<file path="src/logic/operand_decoder_regs.svh">
`ifndef OPERAND_DECODER_REGS_SVH
`define OPERAND_DECODER_REGS_SVH
// ----------------------------------------
// data space map
// ----------------------------------------
`define CELL_BASE_HI   6'h20
`define PTR_ONE_ADDR   8'h80
`define PTR_TWO_ADDR   8'h81
`define CELL_C_ADDR    8'h82
`define CELL_D_ADDR    8'h83
`define ACC_ADDR       8'hFF
// ----------------------------------------
// reset values
// ----------------------------------------
`define CELL_RESET     8'h00
`define ACC_RESET      8'h00
`define PC_RESET       12'h000
`define STACK_RESET    12'h000
`define STACK_DEPTH    6
// ----------------------------------------
// opcode fields and codes
// ----------------------------------------
`define OP_PTR_BIT     4
`define OP_DIR_BIT     4
`define OP_POL_BIT     3
`define CLS_FAR        2'h0
`define CLS_BIT        2'h1
`define CLS_LDST       2'h2
`define CLS_INH        2'h3
`define OP_RET         8'hE1
`define LDF_IND_LD     4'h8
`define LDF_IND_ST     4'h9
`define LDF_DIR_LD     4'hA
`define LDF_DIR_ST     4'hB
`define LDF_IMM_ACC    4'hC
`define LDF_IMM_MEM    4'hD
// ----------------------------------------
// cycles per instruction
// ----------------------------------------
`define CYC_LDST       3'h4
`define CYC_REL        3'h2
`define CYC_FAR        3'h4
`define CYC_BDIR       3'h4
`define CYC_BTST       3'h5
`define CYC_INH        3'h2
`endif

</file>
<file path="src/logic/operand_decoder_pkg.sv">
`default_nettype none
package operand_decoder_pkg;
`include "operand_decoder_regs.svh"
   typedef enum logic [5:0] {
      CL_REL  = 6'h01,
      CL_FAR  = 6'h02,
      CL_BDIR = 6'h04,
      CL_BTST = 6'h08,
      CL_LDST = 6'h10,
      CL_INH  = 6'h20
   } op_class_t;

   // top bit clear is a relative branch, else bits 6:5 pick the group
   function automatic op_class_t op_class(input logic [7:0] op);
      op_class_t c;
      c = CL_INH;
      if (!op[7]) begin
         c = CL_REL;
      end else begin
         unique case (op[6:5])
            `CLS_FAR:  c = CL_FAR;
            `CLS_BIT:  c = op[`OP_DIR_BIT] ? CL_BTST : CL_BDIR;
            `CLS_LDST: c = CL_LDST;
            `CLS_INH:  c = CL_INH;
         endcase
      end
      return c;
   endfunction : op_class

   function automatic logic [1:0] op_bytes(input logic [7:0] op);
      logic [1:0] n;
      n = 2'h1;
      unique case (op_class(op))
         CL_FAR, CL_BDIR: n = 2'h2;
         CL_BTST:         n = 2'h3;
         CL_LDST: begin
            if (op[3:0] == `LDF_IMM_MEM) n = 2'h3;
            else if (op[3:0] == `LDF_DIR_LD || op[3:0] == `LDF_DIR_ST
                     || op[3:0] == `LDF_IMM_ACC) n = 2'h2;
         end
         CL_REL, CL_INH:  n = 2'h1;
      endcase
      return n;
   endfunction : op_bytes

   function automatic logic [2:0] op_cycles(input logic [7:0] op);
      logic [2:0] n;
      n = `CYC_INH;
      unique case (op_class(op))
         CL_REL:  n = `CYC_REL;
         CL_FAR:  n = `CYC_FAR;
         CL_BDIR: n = `CYC_BDIR;
         CL_BTST: n = `CYC_BTST;
         CL_LDST: n = `CYC_LDST;
         CL_INH:  n = `CYC_INH;
      endcase
      return n;
   endfunction : op_cycles
endpackage : operand_decoder_pkg
`default_nettype wire

</file>
<file path="src/logic/mcu_operand_address_decoder.sv">
`timescale 1ns/1ps
`default_nettype none
`include "operand_decoder_regs.svh"
module mcu_operand_address_decoder #(
   parameter int STACK_CELLS = `STACK_DEPTH
) (
   // clock and reset
   input  wire logic        sys_clk,
   input  wire logic        nrst,
   // program space read port
   output var  logic [11:0] pm_addr,
   input  wire logic [7:0]  pm_rdata,
   // data space bus
   output var  logic [7:0]  dm_addr,
   output var  logic [7:0]  dm_wdata,
   output var  logic        dm_we,
   output var  logic        dm_rd,
   input  wire logic [7:0]  dm_rdata,
   // core status
   output var  logic [7:0]  acc,
   output var  logic        zero_flag,
   output var  logic        carry_flag,
   output var  logic        opcode_fetch
);
   // ----------------------------------------
   // state
   // ----------------------------------------
   logic [11:0] pc_q, pc_d, pma_q, pma_d;
   logic [2:0]  cyc_q, cyc_d;
   logic [7:0]  op_q, op_d, b1_q, b1_d, b2_q, b2_d;
   logic [7:0]  acc_q, acc_d, dma_q, dma_d, dmw_q, dmw_d;
   logic [7:0]  cell_q [4];
   logic [7:0]  cell_d [4];
   logic [11:0] stk_q [STACK_CELLS];
   logic [11:0] stk_d [STACK_CELLS];
   logic        zf_q, zf_d, cf_q, cf_d, dwe_q, dwe_d, drd_q, drd_d;
   logic        fetch_q, fetch_d, tbit_q, tbit_d;
   // ----------------------------------------
   // decode helpers
   // ----------------------------------------
   logic [7:0]  op_w, rd_w, ea_w, wv_w;
   logic [3:0]  form_w;
   logic [11:0] nxt_w, rel_w;
   logic        last_w, cond_w, wr_w, rdn_w;
   operand_decoder_pkg::op_class_t cls_w;

   // one data space map for every access path
   function automatic logic is_cell(input logic [7:0] a);
      return a[7:2] == `CELL_BASE_HI;
   endfunction : is_cell

   function automatic logic is_int(input logic [7:0] a);
      return is_cell(a) || a == `ACC_ADDR;
   endfunction : is_int

   // opcode is read straight off program space in its own fetch cycle
   assign op_w   = fetch_q ? pm_rdata : op_q;
   assign cls_w  = operand_decoder_pkg::op_class(op_w);
   assign form_w = op_w[3:0];
   assign last_w = cyc_q == operand_decoder_pkg::op_cycles(op_w) - 3'h1;
   // internal cells answer at once, so the bus is never read for them
   assign rd_w = (dma_q == `ACC_ADDR) ? acc_q :
                 is_cell(dma_q) ? cell_q[dma_q[1:0]] : dm_rdata;

   // relative condition and target from opcode fields
   always_comb begin
      unique case (op_q[6:5])
         2'h0: cond_w = !zf_q;
         2'h1: cond_w = !cf_q;
         2'h2: cond_w = zf_q;
         2'h3: cond_w = cf_q;
      endcase
      if (op_q[`OP_DIR_BIT])
         rel_w = pc_q - {8'h00, op_q[3:0]};
      else
         rel_w = pc_q + 12'h001 + {8'h00, op_q[3:0]};
   end

   // effective address, formed while the second byte arrives
   always_comb begin
      ea_w  = pm_rdata;
      rdn_w = 1'b0;
      if (cls_w == operand_decoder_pkg::CL_LDST) begin
         if (!form_w[3])
            ea_w = {`CELL_BASE_HI, form_w[1:0]};
         else if (form_w == `LDF_IND_LD || form_w == `LDF_IND_ST)
            ea_w = cell_q[{1'b0, op_w[`OP_PTR_BIT]}];
         rdn_w = form_w[3:2] == 2'h0 || form_w == `LDF_IND_LD
                 || form_w == `LDF_DIR_LD;
      end else if (cls_w == operand_decoder_pkg::CL_BDIR
                   || cls_w == operand_decoder_pkg::CL_BTST) begin
         rdn_w = 1'b1;
      end
   end

   // write value and write request in the execute cycle
   always_comb begin
      wv_w = acc_q;
      wr_w = 1'b0;
      if (cls_w == operand_decoder_pkg::CL_LDST) begin
         wr_w = (form_w[3:2] == 2'h1) || form_w == `LDF_IND_ST
                || form_w == `LDF_DIR_ST || form_w == `LDF_IMM_MEM;
         if (form_w == `LDF_IMM_MEM)
            wv_w = pm_rdata;
      end else if (cls_w == operand_decoder_pkg::CL_BDIR) begin
         wr_w = 1'b1;
         wv_w = rd_w;
         wv_w[op_q[2:0]] = op_q[`OP_POL_BIT];
      end
   end

   // ----------------------------------------
   // sequencer next state
   // ----------------------------------------
   always_comb begin
      pc_d    = pc_q;
      cyc_d   = cyc_q + 3'h1;
      pma_d   = pc_q + 12'(cyc_q) + 12'h001;
      op_d    = op_q;
      b1_d    = b1_q;
      b2_d    = b2_q;
      acc_d   = acc_q;
      cell_d  = cell_q;
      stk_d   = stk_q;
      zf_d    = zf_q;
      cf_d    = cf_q;
      dma_d   = dma_q;
      dmw_d   = dmw_q;
      dwe_d   = 1'b0;
      drd_d   = 1'b0;
      tbit_d  = tbit_q;
      nxt_w   = pc_q + 12'(operand_decoder_pkg::op_bytes(op_w));
      unique case (cyc_q)
         3'h0: op_d = pm_rdata;
         3'h1: begin
            b1_d  = pm_rdata;
            dma_d = ea_w;
            drd_d = rdn_w && !is_int(ea_w);
         end
         3'h2: begin
            b2_d = pm_rdata;
            if (cls_w == operand_decoder_pkg::CL_LDST) begin
               if (rdn_w) begin
                  acc_d = rd_w;
                  zf_d  = rd_w == 8'h00;
               end else if (form_w == `LDF_IMM_ACC) begin
                  acc_d = b1_q;
                  zf_d  = b1_q == 8'h00;
               end else if (wr_w && form_w != `LDF_IMM_MEM) begin
                  zf_d  = acc_q == 8'h00;
               end
            end
            if (cls_w == operand_decoder_pkg::CL_BTST) begin
               tbit_d = rd_w[op_q[2:0]] == op_q[`OP_POL_BIT];
               cf_d   = rd_w[op_q[2:0]];
            end
            if (wr_w) begin
               if (dma_q == `ACC_ADDR) begin
                  acc_d = wv_w;
               end else if (is_cell(dma_q)) begin
                  cell_d[dma_q[1:0]] = wv_w;
               end else begin
                  dmw_d = wv_w;
                  dwe_d = 1'b1;
               end
            end
         end
         default: ;
      endcase
      if (last_w) begin
         unique case (cls_w)
            operand_decoder_pkg::CL_REL:
               if (cond_w) nxt_w = rel_w;
            operand_decoder_pkg::CL_FAR: begin
               nxt_w = {op_q[3:0], b1_q};
               if (op_q[`OP_DIR_BIT]) begin
                  for (int i = STACK_CELLS - 1; i > 0; i--)
                     stk_d[i] = stk_q[i - 1];
                  stk_d[0] = pc_q + 12'h002;
               end
            end
            operand_decoder_pkg::CL_BTST:
               if (tbit_q) nxt_w = pc_q + 12'h001 + {{4{b2_q[7]}}, b2_q};
            operand_decoder_pkg::CL_INH:
               if (op_q == `OP_RET) begin
                  nxt_w = stk_q[0];
                  for (int i = 0; i < STACK_CELLS - 1; i++)
                     stk_d[i] = stk_q[i + 1];
               end
            default: ;
         endcase
         pc_d  = nxt_w;
         pma_d = nxt_w;
         cyc_d = 3'h0;
      end
      fetch_d = cyc_d == 3'h0;
   end

   // ----------------------------------------
   // registers
   // ----------------------------------------
   always_ff @(posedge sys_clk) begin
      if (!nrst) begin
         pc_q    <= `PC_RESET;
         pma_q   <= `PC_RESET;
         cyc_q   <= 3'h0;
         op_q    <= 8'h00;
         b1_q    <= 8'h00;
         b2_q    <= 8'h00;
         acc_q   <= `ACC_RESET;
         for (int i = 0; i < 4; i++) cell_q[i] <= `CELL_RESET;
         for (int i = 0; i < STACK_CELLS; i++) stk_q[i] <= `STACK_RESET;
         zf_q    <= 1'b0;
         cf_q    <= 1'b0;
         dma_q   <= 8'h00;
         dmw_q   <= 8'h00;
         dwe_q   <= 1'b0;
         drd_q   <= 1'b0;
         fetch_q <= 1'b1;
         tbit_q  <= 1'b0;
      end else begin
         pc_q    <= pc_d;
         pma_q   <= pma_d;
         cyc_q   <= cyc_d;
         op_q    <= op_d;
         b1_q    <= b1_d;
         b2_q    <= b2_d;
         acc_q   <= acc_d;
         cell_q  <= cell_d;
         stk_q   <= stk_d;
         zf_q    <= zf_d;
         cf_q    <= cf_d;
         dma_q   <= dma_d;
         dmw_q   <= dmw_d;
         dwe_q   <= dwe_d;
         drd_q   <= drd_d;
         fetch_q <= fetch_d;
         tbit_q  <= tbit_d;
      end
   end

   // outputs straight from flops
   assign pm_addr      = pma_q;
   assign dm_addr      = dma_q;
   assign dm_wdata     = dmw_q;
   assign dm_we        = dwe_q;
   assign dm_rd        = drd_q;
   assign acc          = acc_q;
   assign zero_flag    = zf_q;
   assign carry_flag   = cf_q;
   assign opcode_fetch = fetch_q;

   logic ld_st, is_far, is_bt;
   assign ld_st  = fetch_q && cls_w == operand_decoder_pkg::CL_LDST;
   assign is_far = !fetch_q && cls_w == operand_decoder_pkg::CL_FAR;
   assign is_bt  = fetch_q && cls_w == operand_decoder_pkg::CL_BTST;
endmodule : mcu_operand_address_decoder
`default_nettype wire

</file>
<file path="config.mk">
export PLATFORM = sky130hd
export DESIGN_NAME = mcu_operand_address_decoder
export DESIGN_NICKNAME = d
export VERILOG_FILES = /design/src/logic/operand_decoder_pkg.sv /design/src/logic/mcu_operand_address_decoder.sv
export VERILOG_INCLUDE_DIRS = /design/src /design/src/logic
export SDC_FILE = /design/constraint.sdc
export NUM_CORES = 1
export LEC_CHECK = 0
export ABC_CLOCK_PERIOD_IN_PS = 4300
export BUFFER_PORTS_ARGS = -buffer_cell sky130_fd_sc_hd__buf_4
export CAP_MARGIN = 20
export CORE_MARGIN = 8
export CORE_UTILIZATION = 40
export DETAILED_ROUTE_END_ITERATION = 8
export PLACE_DENSITY = 0.63
export SETUP_SLACK_MARGIN = 0.15
export SYNTH_ARGS = -nofsm -noshare
export SYNTH_HDL_FRONTEND = slang
export SYNTH_SLANG_ARGS = --single-unit
</file>
<file path="constraint.sdc">
create_clock -name sys_clk -period 4.3 [get_ports sys_clk]
set_input_delay 0.215 -clock sys_clk [delete_from_list [all_inputs] [get_ports sys_clk]]
set_output_delay 0.215 -clock sys_clk [all_outputs]
set_load 0.005 [all_outputs]
</file>
# Word level (Yosys, flattened, before mapping)
# Index checks and enable logic that the tools add are counted.
totals:
  reg_bits: 185
  input_bits: 18
  output_inout_bits: 41
  elab_cells: 170
op_classes:
  addsub: 10
  order_cmp: 5
  n_eq_ne: 31
  mux: 54
  bitwise: 7
  reduce_logical: 38
ops:
  columns: ["op", "n"]
  rows:
  - ["$mux W8", 19]
  - ["$pmux W60 S2", 1]
  - ["$mux W72", 1]
  - ["$mux W12", 5]
  - ["$mux W60", 1]
  - ["$pmux W12 S4", 1]
  - ["$bmux W8 S2", 2]
  - ["$bwmux W32", 1]
  - ["$add A12 B1 Y12 const B", 2]
  - ["$eq A4 B4 Y1 const B", 6]
  - ["$eq A8 B8 Y1 const B", 3]
  - ["$logic_not A8 Y1", 3]
  - ["$pmux W6 S4", 1]
  - ["$eq A6 B6 Y1 const B", 3]
  - ["$demux W8 S2", 1]
  - ["$add A12 B12 Y12", 1]
  - ["$add A12 B2 Y12", 1]
  - ["$add A12 B2 Y12 const B", 1]
  - ["$add A12 B3 Y12", 1]
  - ["$add A12 B4 Y12", 1]
  - ["$reduce_and A4 Y1", 3]
  - ["$sub A12 B4 Y12", 1]
  - ["$logic_or A1 B1 Y1", 10]
  - ["$mux W1", 10]
  - ["other kinds (43)", 66]

# Logic depth before layout (Yosys ltp)
depth:
  word_depth: 12
  mapped_depth: 18
  mapped_depth_nobuf: 15

# Least setup slack after synthesis
# Ideal clock, no wire load.
synth_path:
  kind: "reg-to-reg"
  startpoint: "register fetch_q, in the netlist opcode_fetch"
  endpoint: "register pma_q[8], in the netlist pm_addr[8]"
  setup_ns: 0.129
  arrival_ns: 3.359
  required_time_ns: 4.171
  setup_slack_ns: 0.811
  path_stages_with_launch: 18
  path_buffers: 4
  period_less_slack_ns: 3.489
  path_cell_list: "dfxtp_1 -> buf_6 -> buf_4 -> buf_2 -> mux2i_1 -> clkbuf_1 -> nor2_1 -> inv_1 -> a21o_1 -> ha_1 -> inv_1 -> fa_1 -> nor4_1 -> xor2_1 -> a221oi_1 -> o21ai_0 -> o31ai_1 -> a21oi_1"
synth_between:
  elab_chain_cells: 11
  elab_cells_between_ends: 35
  classes_between: "add/sub (2); eq/ne (14); mux (13); reduce/logical (6)"
synth_rtl:
  columns: ["item", "line_no", "text"]
  rows:
  - ["start: declaration", "mcu_operand_address_decoder.sv:37", "logic fetch_q, fetch_d, tbit_q, tbit_d;"]
  - ["start signal: assignment", "mcu_operand_address_decoder.sv:237", "fetch_q <= fetch_d;"]
  - ["$mux W8 *", "mcu_operand_address_decoder.sv:57", "assign op_w = fetch_q ? pm_rdata : op_q;"]
  - ["$eq A2 B2 Y1 (tied with other cells)", "operand_decoder_pkg.sv:20", "unique case (op[6:5])"]
  - ["$pmux W6 S4 / $logic_or A1 B1 Y1 (equally long branches)", null, null]
  - ["$mux W6 / $logic_or A1 B1 Y1 (equally long branches)", null, null]
  - ["$eq A6 B6 Y1 (tied with other cells)", "operand_decoder_pkg.sv:33, operand_decoder_pkg.sv:49, mcu_operand_address_decoder.sv:171", null]
  - ["$reduce_or A2 Y1 / $mux W2 (equally long branches)", "operand_decoder_pkg.sv:33, operand_decoder_pkg.sv:37", null]
  - ["$pmux W2 S4", "operand_decoder_pkg.sv:33", "unique case (op_class(op))"]
  - ["$add A12 B2 Y12", "mcu_operand_address_decoder.sv:132", "nxt_w = pc_q + 12'(operand_decoder_pkg::op_bytes(op_w));"]
  - ["$mux W12 (on tied branches)", "mcu_operand_address_decoder.sv:185, mcu_operand_address_decoder.sv:173, mcu_operand_address_decoder.sv:183", null]
  - ["$pmux W12 S4", "mcu_operand_address_decoder.sv:171", "unique case (cls_w)"]
  - ["$mux W12 *", "mcu_operand_address_decoder.sv:170", "if (last_w) begin"]
  - ["end signal: assignment", "mcu_operand_address_decoder.sv:205", "pma_q <= `PC_RESET;"]
  - ["end signal: assignment", "mcu_operand_address_decoder.sv:223", "pma_q <= pma_d;"]
  - ["end: declaration", "mcu_operand_address_decoder.sv:28", "logic [11:0] pc_q, pc_d, pma_q, pma_d;"]
# Mark *: on every way between the ends. The rest lies on a longest branch, timed or not.
# A chain may end at the register's enable or synchronous reset.

# Final worst setup path
layout_path:
  startpoint: "register op_q[2]"
  endpoint: "register pma_q[8], in the netlist pm_addr[8]"
layout_between:
  elab_chain_cells: 11
  elab_cells_between_ends: 20
  classes_between: "add/sub (3); eq/ne (5); mux (10); reduce/logical (2)"
layout_rtl:
  columns: ["item", "line_no", "text"]
  rows:
  - ["start: declaration", "mcu_operand_address_decoder.sv:30", "logic [7:0] op_q, op_d, b1_q, b1_d, b2_q, b2_d;"]
  - ["start signal: assignment", "mcu_operand_address_decoder.sv:225", "op_q <= op_d;"]
  - ["$mux W8", "mcu_operand_address_decoder.sv:57", null]
  - ["$eq A4 B4 Y1 (no source line)", null, null]
  - ["$logic_or A1 B1 Y1 (no source line) (2 in series)", null, null]
  - ["$mux W2", "operand_decoder_pkg.sv:38", "else if (op[3:0] == `LDF_DIR_LD || op[3:0] == `LDF_DIR_ST"]
  - ["$mux W2", "operand_decoder_pkg.sv:37", "if (op[3:0] == `LDF_IMM_MEM) n = 2'h3;"]
  - ["$pmux W2 S4", "operand_decoder_pkg.sv:33", null]
  - ["$add A12 B2 Y12", "mcu_operand_address_decoder.sv:132", null]
  - ["$mux W12 (on tied branches)", "mcu_operand_address_decoder.sv:185, mcu_operand_address_decoder.sv:173, mcu_operand_address_decoder.sv:183", null]
  - ["$pmux W12 S4 *", "mcu_operand_address_decoder.sv:171", null]
  - ["$mux W12 *", "mcu_operand_address_decoder.sv:170", null]
# Marked as above.

==> results.py <==
metrics = {
    "yosys": {
        "synth.avg_cell_area_um2": 8.27,
        "ys_ff_latch": 185,
        "syn_inst": 1397,
        "yosys_warnings": 0,
        "ys_seq_area_frac": 0.321,
        "synth_ff_type": "dfxtp_1",
        "yosysUniqueCellTypes": 76,
        "synth_edf_count": 0,
        "async_reset_ff_frac": 0,
        "syn_nets": 1451,
        "synth.cell_area_mm2": 0.0116,
    },
    "routing": {
        "vias_per_cell": 5.99,
        "wl_um": 37300,
        "wire_per_inst_um": 20.7,
        "ant_nets": 0,
        "drc_errors": 0,
        "firstDrtPassIters": 6,
        "vias": 10800,
        "first_iter_violations": 1072,
    },
    "setup_path": {
        "cp.depth": 12,
        "arrival_ns": 4.05,
        "crit_path_max_fanout": 13,
        "ff2ff_path_depth": 12,
        "end_kind": "flop",
        "critPathKind": "reg2reg",
        "critPathRequiredTime_ns": 4.62,
        "max_stage_delay_ns": 0.66,
        "worstSetupStartpointType": "flop",
        "slowest_stage": "dfxtp_1",
        "path_buf_inv": 1,
        "path_cells": "nand3b_1, a21boi_0, nor2_1, o22ai_1, inv_1, fa_1, nor4_1, xor2_1, a221oi_1, o21ai_0, o31ai_1, a21oi_1",
        "crit_family": "compound AO/OA/AOI/OAI gates",
        "r2r-start": "op_q[2]",
        "timing.rr.end": "pm_addr[8]",
        "worstSetupStartpoint": "op_q[2]",
        "r2r_slack_ns": 0.57,
    },
    "floorplan": {
        "ioPinCount": 59,
        "rows": 62,
        "dieArea_mm2": 0.0346,
        "coreArea_mm2": 0.0285,
        "die_h_um": 186,
        "initial_utilization": 0.405,
        "die_w_um": 186,
    },
    "sta": {
        "fmax_mhz": 268,
        "finClkSkew_ns": 0.0186,
        "slew_headroom": 0.400,
        "hold_viol": 0,
        "worstMarginPinSlew_ns": 0.899,
        "period_minus_slack_ns": 3.73,
        "finalSetupTns_ns": 0,
        "setup_viol": 0,
        "period_share": 0.867,
        "rsz0062_at_grt": "no",
        "finalMaxSlewViolations": 0,
    },
    "layout": {
        "fin_nets": 1458,
        "area_growth_pct": 12.2,
        "drive_gt1_frac": 0.112,
        "num_antenna_cells": 0,
        "utilization": 0.454,
    },
    "clock_network": {
        "cts_root_buf": "clkbuf_16",
        "htree_levels": 4,
        "clock_path_buffers": 2,
        "clkSlewWorstSetupHoldPaths_ns": 0.09,
        "clock-sinks": 185,
        "cts_tree": "yes",
        "cts_resized": 0,
        "clock_latency_ns": 0.46,
        "cts_setup_buffers": 0,
        "cts_made_buffers": 17,
        "postCtsHoldBufs": 0,
    },
    "run": {
        "maxCapViolCount": 0,
    },
    "global_route": {
        "antenna_found_initial": 0,
        "track_usage": 0.216,
        "grt_pass1_wl_um": 58700,
        "grt_max_degree": 98,
        "overflow": 0,
        "grt_pass1_vias": 10000,
    },
    "min_path": {
        "min_path_type": "in2reg",
        "holdPathEnd": "b2_q[1]",
        "hold_depth": 3,
        "min_from": "pm_rdata[1]",
    },
    "run_status": {
        "status": "finished clean",
    },
    "place": {
        "place_hpwl_um": 26200,
        "gp_congestion": 0.971,
        "port_buffers": 58,
    },
    "power_and_ir_drop": {
        "p_per_area_mw_per_mm2": 537,
        "ir_worst_vdd_mv": 0.290,
        "power.leakage_nw": 5.70,
    },
}
==> per-layer routing <==
metal / up-vias / share of wire / global-route usage
met1: 5174 / 0.46 / 0.302
li1: 5082 / - / -
met3: 62 / 0.077 / 0.0392
met4: 0 / 0.023 / 0.0638
met5: - / 0 / 0
met2: 464 / 0.44 / 0.333
==> tightest hold or removal path, delay by kind of cell <==
family                 cells  cell delay [ns]
AO/OA/AOI/OAI              1             0.07
AND/OR/NAND/NOR            1             0.07
buffers and inverters      1             0.15
==> power breakdown <==
group | internal [mW] | total (mW) | switching [mW]
Sequential | 1.90 | 2.22 | 0.317
Combinational | 1.17 | 3.00 | 1.84
Clock | 0.834 | 1.73 | 0.901
==> cell usage after synthesis, types with 6 or more instances <==
master,number,share of area
mux2_2,7,0.0068
nor2b_1,49,0.027
clkbuf_1,74,0.024
o22ai_1,7,0.0038
a21boi_0,33,0.021
o211a_1,69,0.060
or3_1,7,0.0038
xor2_1,29,0.022
dfxtp_1,185,0.32
nand2b_1,9,0.0049
nor2_1,62,0.020
nand3_1,131,0.057
mux2i_1,54,0.047
a222oi_1,10,0.0087
buf_4,7,0.0045
xnor2_1,43,0.033
o21a_1,10,0.0065
o211ai_1,14,0.0091
a211oi_1,13,0.0084
buf_2,17,0.0074
ha_1,31,0.034
inv_1,20,0.0065
a21o_1,19,0.012
o221ai_1,10,0.0076
nand3b_1,6,0.0039
and2_1,9,0.0049
nand2_1,213,0.069
and3_1,12,0.0065
a221oi_1,9,0.0068
nor3_1,28,0.012
a221o_1,10,0.0087
buf_1,7,0.0023
nand4_1,13,0.0070
mux4_1,7,0.016
nor4_1,7,0.0038
o21ai_0,43,0.019
a21oi_1,47,0.020
==> how the worst max path moves through the flow <==
stage                 endpoint  slack [ns]
floorplan           pm_addr[8]        0.81
global placement    pm_addr[8]        0.77
detailed placement  pm_addr[8]        0.69
CTS                 pm_addr[8]        0.64
global route        pm_addr[8]        0.26
finish              pm_addr[8]        0.57
==> registers in the layout (all words and copies together) (netlist names), 8 cells and up <==
signal and cells:
dm_wdata 8, b1_q 8, pc_q 12, acc 8, b2_q 8, op_q 8, pm_addr 12, cell_q 32
dm_addr 8, stk_q 72
==> kinds of logic after synthesis <==
group           Yosys count  synth area share
mux                      69            0.0715
buf+inv                 128            0.0484
fa+ha+maj                36            0.0422
compound gates          335             0.223
flops                   185             0.321
xor+xnor                 72            0.0546
simple gates            572             0.240
==> through the flow <==
stage | cells | hold WS, ns | setup slack [ns] | area, um^2 | power, mW
2_1_floorplan | 1397 | 0.360 | 0.811 | 11600 | 4.23
3_3_place_gp | 1769 | 0.452 | 0.774 | 12300 | 5.16
6_report | 1801 | 0.0912 | 0.572 | 13000 | 6.96
4_1_cts | 1801 | 0.0805 | 0.637 | 13000 | 6.93
3_5_place_dp | 1769 | 0.459 | 0.687 | 12300 | 5.16
5_1_grt | 1801 | 0.115 | 0.256 | 13000 | 7.33
==> cells in the final DEF (no fill, tap or decap), types with 47 or more instances in the layout <==
cell | synthesis | final
nand2_1 | 213 | 212
dfxtp_1 | 185 | 184
nand3_1 | 131 | 131
buf_4 | 7 | 95
o211a_1 | 69 | 69
nor2_1 | 62 | 62
mux2i_1 | 54 | 54
nor2b_1 | 49 | 49
a21oi_1 | 47 | 47
==> layout make-up <==
class / count / area (um^2)
inverter: 20 / 75.1
fill: 2867 / 15600
clock buffer: 17 / 425
timing repair buffer: 96 / 733
clock inverter: 15 / 225
multi-input combinational: 1084 / 7320
tap: 384 / 480
sequential: 185 / 3700
(Power assumes the default switching activity.)
